`config.mk`:
```
export PLATFORM = sky130hd
export DESIGN_NAME = smbus_temp_sensor_regs
export DESIGN_NICKNAME = d
export VERILOG_FILES = /design/src/common/smbus_temp_pkg.sv /design/src/core/smbus_temp_sensor_regs.sv /design/src/core/tick_divider.sv
export VERILOG_INCLUDE_DIRS = /design/src /design/src/common
export SDC_FILE = /design/constraint.sdc
export NUM_CORES = 1
export LEC_CHECK = 0
export BUFFER_PORTS_ARGS = -buffer_cell sky130_fd_sc_hd__buf_2
export CORE_MARGIN = 1.5
export CORE_UTILIZATION = 30
export DETAILED_ROUTE_END_ITERATION = 7
export PLACE_DENSITY = 0.45
export SLEW_MARGIN = 10
export SYNTH_ARGS = -nofsm -noshare
export SYNTH_HDL_FRONTEND = slang
export SYNTH_SLANG_ARGS = --single-unit
```
`constraint.sdc`:
```
create_clock -name clk -period 4.14 [get_ports clk]
set_input_delay 0.828 -clock clk [delete_from_list [all_inputs] [get_ports clk]]
set_output_delay 0.828 -clock clk [all_outputs]
set_load 0.01 [all_outputs]
```
`src/common/smbus_temp_defines.svh`:
```
// constants of the smbus temperature sensor register block
`ifndef SMBUS_TEMP_DEFINES_SVH
`define SMBUS_TEMP_DEFINES_SVH

// register select codes held in the pointer register
`define PTR_TEMP       3'h0
`define PTR_CONFIG     3'h1
`define PTR_HYST       3'h2
`define PTR_LOW        3'h3
`define PTR_HIGH       3'h4

// configuration register fields and reset value
`define CFG_SHUTDOWN   0
`define CFG_FAULT_Q    1
`define CFG_TMO_DIS    7
`define CFG_RESET      8'h00

// limit register reset values (80, 75 and 10 degrees, 1/16 degree steps at bit 3)
`define HIGH_RESET     16'h2800
`define HYST_RESET     16'h2580
`define LOW_RESET      16'h0500

// answer on a read of an unmapped pointer
`define UNMAPPED_BYTE  8'hff

// timing: clock period, bus timeout and conversion period in their own units
`define CLK_PERIOD_NS  100
`define TIMEOUT_MS     25
`define CONV_PERIOD_MS 500
// least timeout rounds up, conversion period taken as printed
`define TIMEOUT_CYC    ((`TIMEOUT_MS * 1000000 + `CLK_PERIOD_NS - 1) / `CLK_PERIOD_NS)
`define CONV_CYC       ((`CONV_PERIOD_MS * 1000000) / `CLK_PERIOD_NS)

`endif

```
`src/common/smbus_temp_pkg.sv`:
```
// types shared by the smbus temperature sensor register block
`default_nettype none
package smbus_temp_pkg;
  // serial slave states
  typedef enum logic [3:0] {
    ST_IDLE = 4'b0000,  // waiting for a start
    ST_ADDR = 4'b0001,  // shifting in address and direction
    ST_AACK = 4'b0010,  // acknowledging the address
    ST_CMD  = 4'b0011,  // shifting in the pointer byte
    ST_CACK = 4'b0100,  // acknowledging the pointer byte
    ST_WDAT = 4'b0101,  // shifting in a data byte
    ST_WACK = 4'b0110,  // acknowledging a data byte
    ST_RDAT = 4'b0111,  // shifting out a data byte
    ST_RACK = 4'b1000   // sampling the master acknowledge
  } slave_state_t;
endpackage
`default_nettype wire

```
`src/core/smbus_temp_sensor_regs.sv`:
```
// smbus slave register block of a continuously converting temperature sensor
//
// Contract
// - slave only: byte/word writes and reads
// - conversions run continuously, latest result always readable
// - each fitted address input sets one address bit, unfitted inputs are ignored
// - two, three or four address inputs
// - first written byte loads the register pointer
// - temperature 13-bit two's complement, 1/16 degree
// - temperature register read-only, holds latest result
// - no-limit variant: three low bits unused
// - limit variant: two status bits, bit two unused
// - 8-bit config: timeout disable, shutdown; fault queue bit stored but has no effect
// - limit variant adds high, low, hysteresis registers
// - data line pulled low only, clock input only
// - alarm and overtemp outputs open-drain, pull low
// - shutdown stops conversions, bus stays usable
`timescale 1ns/100ps
`default_nettype none
`include "smbus_temp_defines.svh"
module smbus_temp_sensor_regs #(
  parameter int         ADDR_PINS   = 4,           // address inputs fitted: 2, 3 or 4
  parameter bit         HAS_LIMITS  = 1'b0,        // limit registers and alarm outputs
  parameter logic [6:0] BASE_ADDR   = 7'h48,       // fixed address bits above the pins
  parameter int         TIMEOUT_CYC = `TIMEOUT_CYC,  // clock-low timeout in cycles
  parameter int         CONV_CYC    = `CONV_CYC      // conversion period in cycles
) (
  input  wire logic        clk,
  input  wire logic        sys_rst,
  input  wire logic        scl_in,                 // serial clock, input only
  input  wire logic        sda_in,                 // serial data line level
  output logic             sda_out,                // always low when enabled
  output logic             sda_oe,                 // high while pulling data low
  input  wire logic        addr_select_bit_zero,
  input  wire logic        addr_select_bit_one,
  input  wire logic        addr_select_bit_two,
  input  wire logic        addr_select_bit_three,
  input  wire logic [12:0] adc_code,               // converter result, signed 1/16 degree
  output logic             conv_start,             // pulse: converter samples now
  output logic             alarm_out,              // always low when enabled
  output logic             alarm_oe,               // high while alarm is asserted
  output logic             overtemp_shutdown_out,  // always low when enabled
  output logic             overtemp_oe             // high while over temperature
);
  generate
    if (ADDR_PINS < 2 || ADDR_PINS > 4) begin : g_bad_pins
      $error("ADDR_PINS must be 2, 3 or 4");
    end
  endgenerate

  ////////////////////////////////////////////////////////////////////////////
  // addressing
  localparam logic [6:0] ADDR_MASK = 7'((1 << ADDR_PINS) - 1);
  logic [3:0] pins;     // address inputs as a vector
  logic [6:0] my_addr;  // resolved slave address
  assign pins    = {addr_select_bit_three, addr_select_bit_two,
                    addr_select_bit_one, addr_select_bit_zero};
  // fitted pins replace the low address bits, unfitted ones are ignored
  assign my_addr = (BASE_ADDR & ~ADDR_MASK) | ({3'h0, pins} & ADDR_MASK);

  ////////////////////////////////////////////////////////////////////////////
  // bus line edges (inputs are synchronous, one register is enough)
  logic scl_q;  // serial clock one cycle ago
  logic sda_q;  // serial data one cycle ago
  always_ff @(posedge clk) begin
    if (sys_rst) begin
      scl_q <= 1'b1;
      sda_q <= 1'b1;
    end else begin
      scl_q <= scl_in;
      sda_q <= sda_in;
    end
  end

  logic scl_rise, scl_fall, bus_start, bus_stop;
  assign scl_rise  = scl_in && !scl_q;
  assign scl_fall  = !scl_in && scl_q;
  assign bus_start = scl_in && scl_q && sda_q && !sda_in;
  assign bus_stop  = scl_in && scl_q && !sda_q && sda_in;

  ////////////////////////////////////////////////////////////////////////////
  // registers and timebases
  smbus_temp_pkg::slave_state_t state_r;
  logic [7:0]  config_r;     // configuration_control
  logic [15:0] temp_r;       // temperature_result
  logic [15:0] high_limit;   // high limit register
  logic [15:0] low_limit;    // low limit register
  logic [15:0] hysteresis_limit;
  logic [2:0]  pointer_r;    // register select
  logic [3:0]  bit_cnt_r;    // bits seen in the current byte
  logic [7:0]  rx_r;         // received shift register
  logic [7:0]  tx_r;         // transmit shift register
  logic        rw_r;         // 1 for a read transfer
  logic        byte_idx_r;   // 0 for the first data byte, 1 after
  logic        nack_r;       // master refused the last read byte
  logic        hi_flag_r;    // status: at or above high limit
  logic        lo_flag_r;    // status: below low limit
  logic        ovt_r;        // over temperature with hysteresis
  logic        timeout;      // clock held low too long
  logic        shutdown;

  assign shutdown = config_r[`CFG_SHUTDOWN];

  // conversion timebase halts in shutdown; the bus logic keeps running
  tick_divider #(.PERIOD(CONV_CYC)) u_conv (
    .clk     (clk),
    .sys_rst (sys_rst),
    .run     (!shutdown),
    .tick    (conv_start)
  );

  // timeout counts only inside a transfer with the clock low
  tick_divider #(.PERIOD(TIMEOUT_CYC)) u_tmo (
    .clk     (clk),
    .sys_rst (sys_rst),
    .run     (state_r != smbus_temp_pkg::ST_IDLE && !scl_in
              && !config_r[`CFG_TMO_DIS]),
    .tick    (timeout)
  );

  ////////////////////////////////////////////////////////////////////////////
  // read byte selection
  function automatic logic [7:0] read_byte(input logic [2:0] ptr, input logic idx);
    logic [15:0] w;
    w = 16'h0000;
    case (ptr)
      `PTR_TEMP:   w = temp_r;
      `PTR_CONFIG: w = {config_r, 8'h00};  // 8-bit register in the first byte
      `PTR_HYST:   w = HAS_LIMITS ? hysteresis_limit : {`UNMAPPED_BYTE, `UNMAPPED_BYTE};
      `PTR_LOW:    w = HAS_LIMITS ? low_limit : {`UNMAPPED_BYTE, `UNMAPPED_BYTE};
      `PTR_HIGH:   w = HAS_LIMITS ? high_limit : {`UNMAPPED_BYTE, `UNMAPPED_BYTE};
      default:     w = {`UNMAPPED_BYTE, `UNMAPPED_BYTE};
    endcase
    read_byte = idx ? w[7:0] : w[15:8];  // most significant byte first
  endfunction

  ////////////////////////////////////////////////////////////////////////////
  // slave state machine; start and stop win from any state
  logic byte_done;  // falling clock after the eighth bit
  assign byte_done = scl_fall && (bit_cnt_r == 4'h8);

  // the ninth clock carries an acknowledge, not a data bit; counting it would
  // shift every later byte boundary one clock early
  logic ack_slot;  // state owns the acknowledge clock
  assign ack_slot = state_r inside {smbus_temp_pkg::ST_AACK, smbus_temp_pkg::ST_CACK,
                                    smbus_temp_pkg::ST_WACK, smbus_temp_pkg::ST_RACK};

  always_ff @(posedge clk) begin
    if (sys_rst || bus_stop || timeout) begin
      state_r <= smbus_temp_pkg::ST_IDLE;
    end else if (bus_start) begin
      state_r <= smbus_temp_pkg::ST_ADDR;
    end else if (scl_fall) begin
      case (state_r)
        smbus_temp_pkg::ST_ADDR:
          if (bit_cnt_r == 4'h8) begin
            // foreign address: stay off the bus until the next start
            state_r <= (rx_r[7:1] == my_addr) ? smbus_temp_pkg::ST_AACK
                                              : smbus_temp_pkg::ST_IDLE;
          end
        smbus_temp_pkg::ST_AACK:
          state_r <= rw_r ? smbus_temp_pkg::ST_RDAT : smbus_temp_pkg::ST_CMD;
        smbus_temp_pkg::ST_CMD:
          if (bit_cnt_r == 4'h8) begin
            state_r <= smbus_temp_pkg::ST_CACK;
          end
        smbus_temp_pkg::ST_CACK: state_r <= smbus_temp_pkg::ST_WDAT;
        smbus_temp_pkg::ST_WDAT:
          if (bit_cnt_r == 4'h8) begin
            state_r <= smbus_temp_pkg::ST_WACK;
          end
        smbus_temp_pkg::ST_WACK: state_r <= smbus_temp_pkg::ST_WDAT;
        smbus_temp_pkg::ST_RDAT:
          if (bit_cnt_r == 4'h8) begin
            state_r <= smbus_temp_pkg::ST_RACK;
          end
        smbus_temp_pkg::ST_RACK:
          state_r <= nack_r ? smbus_temp_pkg::ST_IDLE : smbus_temp_pkg::ST_RDAT;
        default: state_r <= smbus_temp_pkg::ST_IDLE;
      endcase
    end
  end

  // bit counter and receive shifter: sample on rising clock
  always_ff @(posedge clk) begin
    if (sys_rst || bus_start) begin
      bit_cnt_r <= 4'h0;
      rx_r      <= 8'h00;
    end else if (scl_rise && bit_cnt_r != 4'h8 && !ack_slot) begin
      bit_cnt_r <= bit_cnt_r + 4'h1;
      rx_r      <= {rx_r[6:0], sda_in};
    end else if (byte_done) begin
      bit_cnt_r <= 4'h0;  // acknowledge slot is not counted, the state owns it
    end
  end

  // direction, pointer, data byte index and master acknowledge
  always_ff @(posedge clk) begin
    if (sys_rst) begin
      rw_r       <= 1'b0;
      pointer_r  <= `PTR_TEMP;
      byte_idx_r <= 1'b0;
      nack_r     <= 1'b0;
    end else begin
      if (byte_done && state_r == smbus_temp_pkg::ST_ADDR) begin
        rw_r       <= rx_r[0];
        byte_idx_r <= 1'b0;
      end
      if (byte_done && state_r == smbus_temp_pkg::ST_CMD) begin
        pointer_r <= rx_r[2:0];
      end
      if (scl_fall && (state_r == smbus_temp_pkg::ST_WACK
                       || state_r == smbus_temp_pkg::ST_RACK)) begin
        byte_idx_r <= 1'b1;  // later bytes of a word or beyond
      end
      if (scl_rise && state_r == smbus_temp_pkg::ST_RACK) begin
        nack_r <= sda_in;
      end
    end
  end

  // transmit shifter: load on the falling clock that opens a read byte
  always_ff @(posedge clk) begin
    if (sys_rst) begin
      tx_r <= 8'hff;
    end else if (scl_fall && ((state_r == smbus_temp_pkg::ST_AACK && rw_r)
                             || (state_r == smbus_temp_pkg::ST_RACK && !nack_r))) begin
      tx_r <= read_byte(pointer_r, state_r == smbus_temp_pkg::ST_RACK);
    end else if (scl_fall && state_r == smbus_temp_pkg::ST_RDAT) begin
      tx_r <= {tx_r[6:0], 1'b1};
    end
  end

  // data line: only ever pulled low, released otherwise
  assign sda_out = 1'b0;
  assign sda_oe  = (state_r == smbus_temp_pkg::ST_AACK) || (state_r == smbus_temp_pkg::ST_CACK)
                || (state_r == smbus_temp_pkg::ST_WACK)
                || (state_r == smbus_temp_pkg::ST_RDAT && !tx_r[7]);

  ////////////////////////////////////////////////////////////////////////////
  // register writes; temperature has no write path at all
  logic wr_done;  // a data byte has just been received
  assign wr_done = byte_done && state_r == smbus_temp_pkg::ST_WDAT;

  always_ff @(posedge clk) begin
    if (sys_rst) begin
      config_r <= `CFG_RESET;
    end else if (wr_done && !byte_idx_r && pointer_r == `PTR_CONFIG) begin
      config_r <= rx_r;
    end
  end

  // limit registers: msb byte first, committed when the lsb byte arrives
  logic [7:0] msb_hold_r;  // first byte of a word write
  always_ff @(posedge clk) begin
    if (sys_rst) begin
      msb_hold_r       <= 8'h00;
      high_limit       <= `HIGH_RESET;
      low_limit        <= `LOW_RESET;
      hysteresis_limit <= `HYST_RESET;
    end else if (wr_done && !byte_idx_r) begin
      msb_hold_r <= rx_r;
    end else if (wr_done && HAS_LIMITS) begin
      case (pointer_r)
        `PTR_HIGH: high_limit       <= {msb_hold_r, rx_r[7:3], 3'h0};
        `PTR_LOW:  low_limit        <= {msb_hold_r, rx_r[7:3], 3'h0};
        `PTR_HYST: hysteresis_limit <= {msb_hold_r, rx_r[7:3], 3'h0};
        default:   msb_hold_r       <= msb_hold_r;
      endcase
    end
  end

  ////////////////////////////////////////////////////////////////////////////
  // conversion result and status; only a conversion tick changes them
  logic signed [12:0] t_now;  // incoming result, signed
  assign t_now = $signed(adc_code);

  always_ff @(posedge clk) begin
    if (sys_rst) begin
      temp_r    <= 16'h0000;
      hi_flag_r <= 1'b0;
      lo_flag_r <= 1'b0;
      ovt_r     <= 1'b0;
    end else if (conv_start) begin
      // flags are only meaningful in the limit variant
      hi_flag_r <= HAS_LIMITS && (t_now >= $signed(high_limit[15:3]));
      lo_flag_r <= HAS_LIMITS && (t_now < $signed(low_limit[15:3]));
      if (HAS_LIMITS && t_now >= $signed(high_limit[15:3])) begin
        ovt_r <= 1'b1;
      end else if (t_now < $signed(hysteresis_limit[15:3])) begin
        ovt_r <= 1'b0;
      end
      if (HAS_LIMITS) begin
        temp_r <= {adc_code, 1'b0,
                   t_now >= $signed(high_limit[15:3]),
                   t_now < $signed(low_limit[15:3])};
      end else begin
        temp_r <= {adc_code, 3'h0};
      end
    end
  end

  // alarm pins pull low only while asserted
  assign alarm_out             = 1'b0;
  assign alarm_oe              = hi_flag_r || lo_flag_r;
  assign overtemp_shutdown_out = 1'b0;
  assign overtemp_oe           = ovt_r;

  ////////////////////////////////////////////////////////////////////////////
  // assertions
  property p_sda_owner;
    @(posedge clk) disable iff (sys_rst)
      sda_oe |-> state_r inside {smbus_temp_pkg::ST_AACK, smbus_temp_pkg::ST_CACK,
                                 smbus_temp_pkg::ST_WACK, smbus_temp_pkg::ST_RDAT};
  endproperty
  a_sda_owner: assert property (p_sda_owner) else $error("data line driven outside slot");

  property p_addr_miss;
    @(posedge clk) disable iff (sys_rst)
      (state_r == smbus_temp_pkg::ST_ADDR && byte_done && rx_r[7:1] != my_addr
       && !bus_stop && !timeout) |=> state_r == smbus_temp_pkg::ST_IDLE;
  endproperty
  a_addr_miss: assert property (p_addr_miss) else $error("foreign address answered");

  property p_pointer_load;
    @(posedge clk) disable iff (sys_rst)
      (state_r == smbus_temp_pkg::ST_CMD && byte_done) |=> pointer_r == $past(rx_r[2:0]);
  endproperty
  a_pointer_load: assert property (p_pointer_load) else $error("pointer not loaded");

  property p_temp_fresh;
    @(posedge clk) disable iff (sys_rst)
      conv_start |=> temp_r[15:3] == $past(adc_code);
  endproperty
  a_temp_fresh: assert property (p_temp_fresh) else $error("result not captured");

  property p_temp_ro;
    @(posedge clk) disable iff (sys_rst)
      !conv_start |=> $stable(temp_r);
  endproperty
  a_temp_ro: assert property (p_temp_ro) else $error("temperature changed off tick");

  property p_shutdown_halts;
    @(posedge clk) disable iff (sys_rst)
      shutdown |-> !conv_start;
  endproperty
  a_shutdown_halts: assert property (p_shutdown_halts) else $error("converting in shutdown");

  property p_timeout_release;
    @(posedge clk) disable iff (sys_rst)
      timeout |=> state_r == smbus_temp_pkg::ST_IDLE && !sda_oe;
  endproperty
  a_timeout_release: assert property (p_timeout_release) else $error("timeout kept bus");

  property p_config_write;
    @(posedge clk) disable iff (sys_rst)
      (wr_done && !byte_idx_r && pointer_r == `PTR_CONFIG) |=> config_r == $past(rx_r);
  endproperty
  a_config_write: assert property (p_config_write) else $error("config write lost");

  property p_alarm_cause;
    @(posedge clk) disable iff (sys_rst)
      alarm_oe |-> HAS_LIMITS && (temp_r[1] || temp_r[0]);
  endproperty
  a_alarm_cause: assert property (p_alarm_cause) else $error("alarm without status");

  property p_addr_ack;
    @(posedge clk) disable iff (sys_rst)
      (state_r == smbus_temp_pkg::ST_AACK) |-> sda_oe && sda_out == 1'b0;
  endproperty
  a_addr_ack: assert property (p_addr_ack) else $error("address ack missing");

  c_read:    cover property (@(posedge clk) state_r == smbus_temp_pkg::ST_RACK);
  c_cfg_wr:  cover property (@(posedge clk) wr_done && pointer_r == `PTR_CONFIG);
  c_timeout: cover property (@(posedge clk) timeout);
  c_word_wr: cover property (@(posedge clk) wr_done && byte_idx_r);
endmodule // smbus_temp_sensor_regs
`default_nettype wire

```
`src/core/tick_divider.sv`:
```
// timebase counter: one-cycle tick after PERIOD enabled cycles
`timescale 1ns/100ps
`default_nettype none
module tick_divider #(
  parameter int PERIOD = 16
) (
  input  wire logic clk,
  input  wire logic sys_rst,
  input  wire logic run,   // count while high, restart from zero when low
  output logic      tick   // one-cycle pulse at the end of each period
);
  localparam int W = $clog2(PERIOD + 1);

  generate
    if (PERIOD < 2) begin : g_bad
      $error("tick_divider PERIOD must be at least 2");
    end
  endgenerate

  logic [W-1:0] cnt_r;  // cycles counted in the current period

  // counter restarts whenever run drops so a partial period never carries over
  always_ff @(posedge clk) begin
    if (sys_rst || !run) begin
      cnt_r <= '0;
    end else if (cnt_r == W'(PERIOD - 1)) begin
      cnt_r <= '0;
    end else begin
      cnt_r <= cnt_r + W'(1);
    end
  end

  // tick is a decode of the counter, so it is one cycle wide
  assign tick = run && (cnt_r == W'(PERIOD - 1));
endmodule // tick_divider
`default_nettype wire

```
; Yosys cells after proc, flatten, opt, wreduce, memory -nomap -nowiden
; Cells that the tools add are included.
[word_totals]
ff_bits = 94
latch_bits = 0
mem_bits_rw = 0
romBits = 0
input_bits = 21
out_inout_bits = 7
elab_cells = 118
mem_count = 0
[classes]
add_sub_neg = 3
n_mul = 0
div_mod_pow = 0
n_lt_le_gt_ge = 0
eq_ne = 22
shifts = 0
mux = 18
bitwise = 0
reduce_logical = 60
[op_table]
columns = op, n
row1 = case mux 16 bit (2 select lines), 1
row2 = case mux 4 bit (7 select lines), 1
row3 = logical AND 1 bit, 26
row4 = 2-to-1 mux 4 bit, 6
row5 = 2-to-1 mux 8 bit, 3
row6 = adder 23 x 1 -> 23 bit (second input constant), 1
row7 = equality test 23 bit (second input constant), 1
row8 = adder 18 x 1 -> 18 bit (second input constant), 1
row9 = equality test 18 bit (second input constant), 1
row10 = equality test 4 x 3 -> 1 bit (second input constant), 4
row11 = inequality test 3 bit (second input constant), 4
row12 = logical NOT 1 bit, 11
row13 = logical OR 1 bit, 10
row14 = AND reduction 5 bit, 2
row15 = equality test 4 x 2 -> 1 bit (second input constant), 2
row16 = equality test 4 bit (second input constant), 2
row17 = inequality test 2 bit (second input constant), 4
row18 = nonzero test 2 bit, 4
row19 = nonzero test 4 bit, 2
row20 = OR reduction 2 bit, 4
row21 = equality test 7 bit, 1
row22 = 2-to-1 mux 3 bit, 2
row23 = adder 4 x 1 -> 4 bit (second input constant), 1
row24 = equality test 4 x 1 -> 1 bit (second input constant), 1
row25 = 5 further kinds, 8

; Logic depth before layout (Yosys ltp)
; Gate-level depths: netlist (run 1).
[logic_depth]
word_depth = 6
depth_mapped = 7
ltp_nobuf = 6

; Hierarchy
; Synthesis (run 1) repeated with hierarchy kept, for this count alone.
[hier_totals]
cells_unflattened = 541
area_unflattened_um2 = 4644.5
[modules_own_cells]
columns = module, instances, cells_each, area_per_inst_um2, seq_area_each_um2
row1 = smbus_temp_sensor_regs, 1, 321, 2735.1, 1061.0
row2 = tick_divider (u_conv), 1, 126, 1074.8, 460.4
row3 = tick_divider (u_tmo), 1, 94, 834.6, 360.3

; Worst setup path before layout (run 1)
; Ideal clock, no wire load.
[synth_path]
path_kind = reg2out
startpoint = register u_conv.cnt_r[6]
endpoint = output conv_start
arrival_ns = 1.746
required_time_ns = 3.312
slack_ns = 1.566
path_stages_with_launch = 5
path_buffers = 1
cell_sequence = dfxtp_1 -> or4_4 -> or4_4 -> buf_6 -> nor2_1
[synth_between]
elab_chain_cells = 2
[synth_rtl]
columns = element, line_no
row1 = start: declaration, tick_divider.sv:20  ; logic [W-1:0] cnt_r;
row2 = start signal: assignment, tick_divider.sv:29  ; cnt_r <= cnt_r + W'(1);
row3 = equality test 23 bit, tick_divider.sv:34  ; assign tick = run && (cnt_r == W'(PERIOD - 1));
row4 = logical AND 1 bit, tick_divider.sv:34
row5 = end: declaration, smbus_temp_sensor_regs.sv:39  ; output logic conv_start,
; Every way passes these cells.

; Final worst setup path (run 1)
; Ends and elaborated chain as after synthesis.

==> impl_metrics.json, run 1 <==
{
  "status": "completed",
  "syn2layout_area_growth_pct": 9.79,
  "final-seq-area_sq_um": 1880,
  "crit_type": "reg2out",
  "synthFlopType": "dfxtp_1",
  "netlist_area_sq_um": 4700,
  "cp.arrival_ns": 2.18,
  "synthSimpleGateAreaFrac_pct": 25.3,
  "dp_cells": 729,
  "mostFrequentLayoutCell": "dfxtp_1",
  "core_sq_um": 15300,
  "tightestPinTransition_ns": 0.800,
  "grt_pass1_vias": 3604,
  "nets": 554,
  "drc": 0,
  "clock.fmax_mhz": 332,
  "postCtsSetupBuffers": 0,
  "syn_avg_cell_area_sq_um": 8.84,
  "wl_met3_um": 232,
  "synth_area_leader_cell": "dfxtp_1",
  "synth_xor_area_share_pct": 5.22,
  "dp.final_hpwl_mm": 7.43,
  "rsz0062_at_grt": "false",
  "postSynthCellCount": 532,
  "clockBufferDepth": 2,
  "worstSkewPairLatency_ns": 0.35,
  "cts_tree": "built",
  "ios": 28,
  "fp.dieH_um": 128,
  "setup_tns_ns": 0,
  "final_max_slew_viol_count": 0,
  "ys.warnings.count": 0,
  "path_max_fanout": 14,
  "synth_top_cell_area_share_pct": 40.0,
  "relSlewSlack_pct": 46.7,
  "yosys.area_share.adder_pct": 1.06,
  "cts_resized": 0,
  "track_usage_pct": 13.7,
  "drt-initial-drc-count": 224,
  "port_buffers": 22,
  "p_leak_nw": 1.84,
  "worst_ir_drop_vdd_mv": 0.214,
  "cts.clk_slew.worst_paths_ns": 0.07,
  "ys_seq_area_share_pct": 40.0,
  "period_minus_slack_ns": 3.01,
  "async_flop_share_pct": 0,
  "cts_made_buffers": 9,
  "grt_pass1_wl_mm": 18.1,
  "fin_worst_skew_ns": 0.00887,
  "wl_mm": 10.7,
  "dr.pass1.iters": 4,
  "final_cell_mix": "94 x dfxtp_1, 60 x nor2_1, 41 x a21oi_1, 27 x mux2i_1, 26 x nand3_1",
  "fillers": 1591,
  "clock-sinks": 94,
  "root_buffer": "clkbuf_16",
  "ys_seq_elements": 94,
  "wire_per_inst_um": 14.3,
  "final_layout_size_suffix_gt1_share_pct": 10.5,
  "synth_area_leaders": "dfxtp_1 40%, mux2i_1 5.7%, nor2_1 4.8%",
  "synth_edf_count": 0,
  "m1WireLength_mm": 5.22,
  "crit_path_start_kind": "register",
  "hp-class": "reg2reg",
  "place_congestion": 0.751,
  "dieArea_sq_um": 16400,
  "maxCapViolCount": 0,
  "synth_top_family_by_area": "simple AND/OR/NAND/NOR gates",
  "die_w_um": 128,
  "required_ns": 3.31,
  "synth-compound-area-share_pct": 16.3,
  "synth_mux_area_share_pct": 6.47,
  "grt.overflow.total": 0,
  "drtAntennaViolNets": 0,
  "diodes": 0,
  "start_util_pct": 30.8,
  "cts.hold.buffers_added": 0,
  "vias": 3782,
  "route.met2.wl_mm": 5.07,
  "viasPerCell": 5.08,
  "cts_max_level": 3,
  "fin_crit_sh_pct": 72.8,
  "hold_viol": 0,
  "cp-end-kind": "primary output",
  "synth_cell_types": 64,
  "top_layer": "met4",
  "pwr_density_cell_nw_per_um2": 349,
  "setup_viol": 0,
  "grt_max_degree": 43,
  "multi_input_area_sq_um": 2570,
  "rows": 45,
  "antenna_found_initial": 0,
  "instances_no_fill": 745
}
-- synthesized netlist by cell type (6+ instances only) --
library cell	n
a21oi_1	41
a221o_1	7
and4_1	6
buf_2	11
buf_4	7
clkbuf_1	21
dfxtp_1	94
inv_1	11
mux2i_1	27
nand2_1	25
nand3_1	26
nand4_1	10
nand4b_1	13
nor2_1	60
nor3_1	6
o211ai_1	6
o21ai_0	7
o21ai_1	15
o31ai_1	6
or3_1	8
or4_1	11
xnor2_1	11
xor2_1	17
-- per-stage QoR --
stage / util (%) / hold slack (ns) / setup slack (ns) / area, sq um / power, mW
after CTS: 33.8 / 0.461 / 1.10 / 5160 / 1.83
after detailed placement: 32.0 / 0.452 / 1.47 / 4890 / 1.03
after global placement: 32.0 / 0.442 / 1.51 / 4890 / 1.03
after floorplan: - / 0.425 / 1.57 / 4720 / 1.01
after global routing: 33.8 / 0.491 / 1.04 / 5160 / 1.87
final: 33.8 / 0.460 / 1.13 / 5160 / 1.80
-- layer usage --
layer,up-vias,track usage (%)
li1,1939,-
met1,1796,17.9
met2,37,22.6
met3,10,2.34
met4,0,5.55
met5,-,0
-- flip-flops by register name, indices dropped and copies added (netlist names) --
signal and count:
u_conv.cnt_r 23, bit_cnt_r 4, scl_q 1, nack_r 1
rx_r 8, byte_idx_r 1, rw_r 1, temp_r 13
tx_r 8, config_r 8, u_tmo.cnt_r 18, sda_q 1
pointer_r 3, state_r 4
-- critical path, cell delays in order, from the launching register on --
cell and delay [ns]:
dfxtp_1 0.37, or4_4 0.57, or4_4 0.64, nor2_1 0.12
buf_2 0.14
-- cell type report --
cell class	instances	share of cell area [%]
multi-input combinational	389	49.9
clock buffer	12	4.77
timing repair buffer	24	2.42
sequential	94	36.5
inverter	11	0.800
clock inverter	4	0.582
tap	211	5.11
-- logic make-up after synthesis --
logic type	count (synthesis)
compound gates	113
xor+xnor	28
fa+ha+maj	4
buf+inv	53
flops	94
mux	30
other cells	1
simple gates	209
-- power breakdown --
group          internal [mW]  total (mW)  switching, mW
Combinational         0.0327      0.0853         0.0525
Sequential             0.913       0.926         0.0129
Clock                  0.428       0.791          0.363
Total                   1.37        1.80          0.429
-- worst paths after layout --
kind,from,end,slack [ns],cells past startpoint
worst max-delay path,u_conv.cnt_r[6],conv_start,1.13,4
worst min-delay path,byte_idx_r,byte_idx_r,0.46,2
worst max register to register,u_conv.cnt_r[6],u_conv.cnt_r[9],1.57,4
worst min register to register,byte_idx_r,byte_idx_r,0.46,2
No activity file was read; power rests on OpenSTA's default activity.
==> inputs of run 2 (changes only) <==
clock period = 3.2 ns   (was 4.14 ns; I/O delays follow)
==> run 2 against run 1 <==
  * Global-route usage about the same
  * Highest routed layer unchanged
  * First-iteration DRC count grew 39%
  * Core utilization is 0.51 points higher
  * Final cell count grew 0.67%
==> impl_metrics.json, run 2 (synthesis results as in run 1) <==
{
  "cp-end-kind": "primary output",
  "fillers": 1585,
  "postCtsSetupBuffers": 0,
  "cts.hold.buffers_added": 0,
  "clockBufferDepth": 2,
  "syn2layout_area_growth_pct": 11.4,
  "drc": 0,
  "start_util_pct": 30.8,
  "worst_ir_drop_vdd_mv": 0.254,
  "root_buffer": "clkbuf_16",
  "clock.fmax_mhz": 355,
  "setup_tns_ns": 0,
  "required_ns": 2.56,
  "top_register": "u_conv.cnt_r",
  "crit_type": "reg2out",
  "fp.dieH_um": 128,
  "tightestPinTransition_ns": 0.754,
  "fin_crit_sh_pct": 88.0,
  "grt.overflow.total": 0,
  "setup_viol": 0,
  "cts_resized": 0,
  "crit_path_start_kind": "register",
  "hp-class": "reg2reg",
  "status": "completed",
  "grt_max_degree": 34,
  "worstSkewPairLatency_ns": 0.34,
  "maxCapViolCount": 0,
  "diodes": 0,
  "cts_made_buffers": 9,
  "mostFrequentLayoutCell": "dfxtp_1",
  "track_usage_pct": 13.7,
  "rows": 45,
  "antenna_found_initial": 0,
  "cts_tree": "built",
  "dr.pass1.iters": 4,
  "p_leak_nw": 1.89,
  "final-seq-area_sq_um": 1880,
  "final_cell_mix": "94 x dfxtp_1, 60 x nor2_1, 41 x a21oi_1, 27 x mux2i_1, 26 x nand3_1",
  "port_buffers": 22,
  "grt_pass1_vias": 3591,
  "largest_reg_flops": 23,
  "die_w_um": 128,
  "cts_max_level": 3,
  "wire_per_inst_um": 14.2,
  "viasPerCell": 5.09,
  "hold_viol": 0,
  "core_sq_um": 15300,
  "clock-sinks": 94,
  "drtAntennaViolNets": 0,
  "wl_mm": 10.7,
  "cp.arrival_ns": 2.18,
  "cts.clk_slew.worst_paths_ns": 0.06,
  "final_max_slew_viol_count": 0,
  "rsz0062_at_grt": "false",
  "reg_top3": "u_conv.cnt_r: 23 flops, u_tmo.cnt_r: 18 flops, temp_r: 13 flops",
  "path_max_fanout": 14,
  "relSlewSlack_pct": 49.7,
  "dieArea_sq_um": 16400,
  "ios": 28,
  "nets": 560,
  "pwr_density_cell_nw_per_um2": 463,
  "final_layout_size_suffix_gt1_share_pct": 11.7,
  "multi_input_area_sq_um": 2570,
  "period_minus_slack_ns": 2.82,
  "dp.final_hpwl_mm": 7.49,
  "place_congestion": 0.768,
  "vias": 3819,
  "holdWs_ns": 0.453,
  "drt-initial-drc-count": 311,
  "fin_worst_skew_ns": 0.00564,
  "grt_pass1_wl_mm": 18.0
}
[run 2: cell types whose count changed in the layout (fill, tap and decap cells not counted), sizes merged]
cell,change
buf,+6
bufinv,+1
inv,-2
[run 2: worst max-delay path: stages, from the launching register on]
cell,delay [ns]
dfxtp_1,0.37
or4_4,0.56
or4_4,0.64
nor2_1,0.13
buf_2,0.14
[run 2: stage by stage]
stage               setup WS, ns  total power, mW  std cells  util (%)  area [sq um]
floorplan                  0.814             1.31        536         -          4720
global placement           0.764             1.34        735      32.3          4930
detailed placement         0.748             1.34        735      32.3          4930
CTS                        0.370             2.47        750      34.3          5240
global route               0.292             2.53        750      34.3          5240
finish                     0.383             2.43        750      34.3          5240
[run 2: worst paths after layout]
kind,from,endpoint,depth (start not counted),slack [ns]
max,u_conv.cnt_r[6],conv_start,4,0.38
min,byte_idx_r,byte_idx_r,2,0.45
max reg2reg,pointer_r[0],config_r[6],4,0.86
min reg2reg,byte_idx_r,byte_idx_r,2,0.45
[run 2: layout make-up]
class	count	area share, %
multi-input combinational	389	49.1
tap	211	5.04
timing repair buffer	30	3.25
sequential	94	35.9
inverter	11	0.788
clock buffer	12	5.09
clock inverter	3	0.812
[run 2: metal layers]
metal	vias to the layer above	wire length [um]	share of wire [%]	global-route usage [%]
met2	59	5120	48	22.6
met4	0	109	1.0	4.43
met3	7	412	3.9	3.88
met5	-	0	0	0
met1	1809	5030	47	17.4
li1	1944	-	-	-
[run 2: power breakdown]
group	internal, mW	total (mW)	switching (mW)
sequential	1.18	1.20	0.0138
clock	0.664	1.11	0.449
combinational	0.0460	0.118	0.0715
total	1.89	2.43	0.534
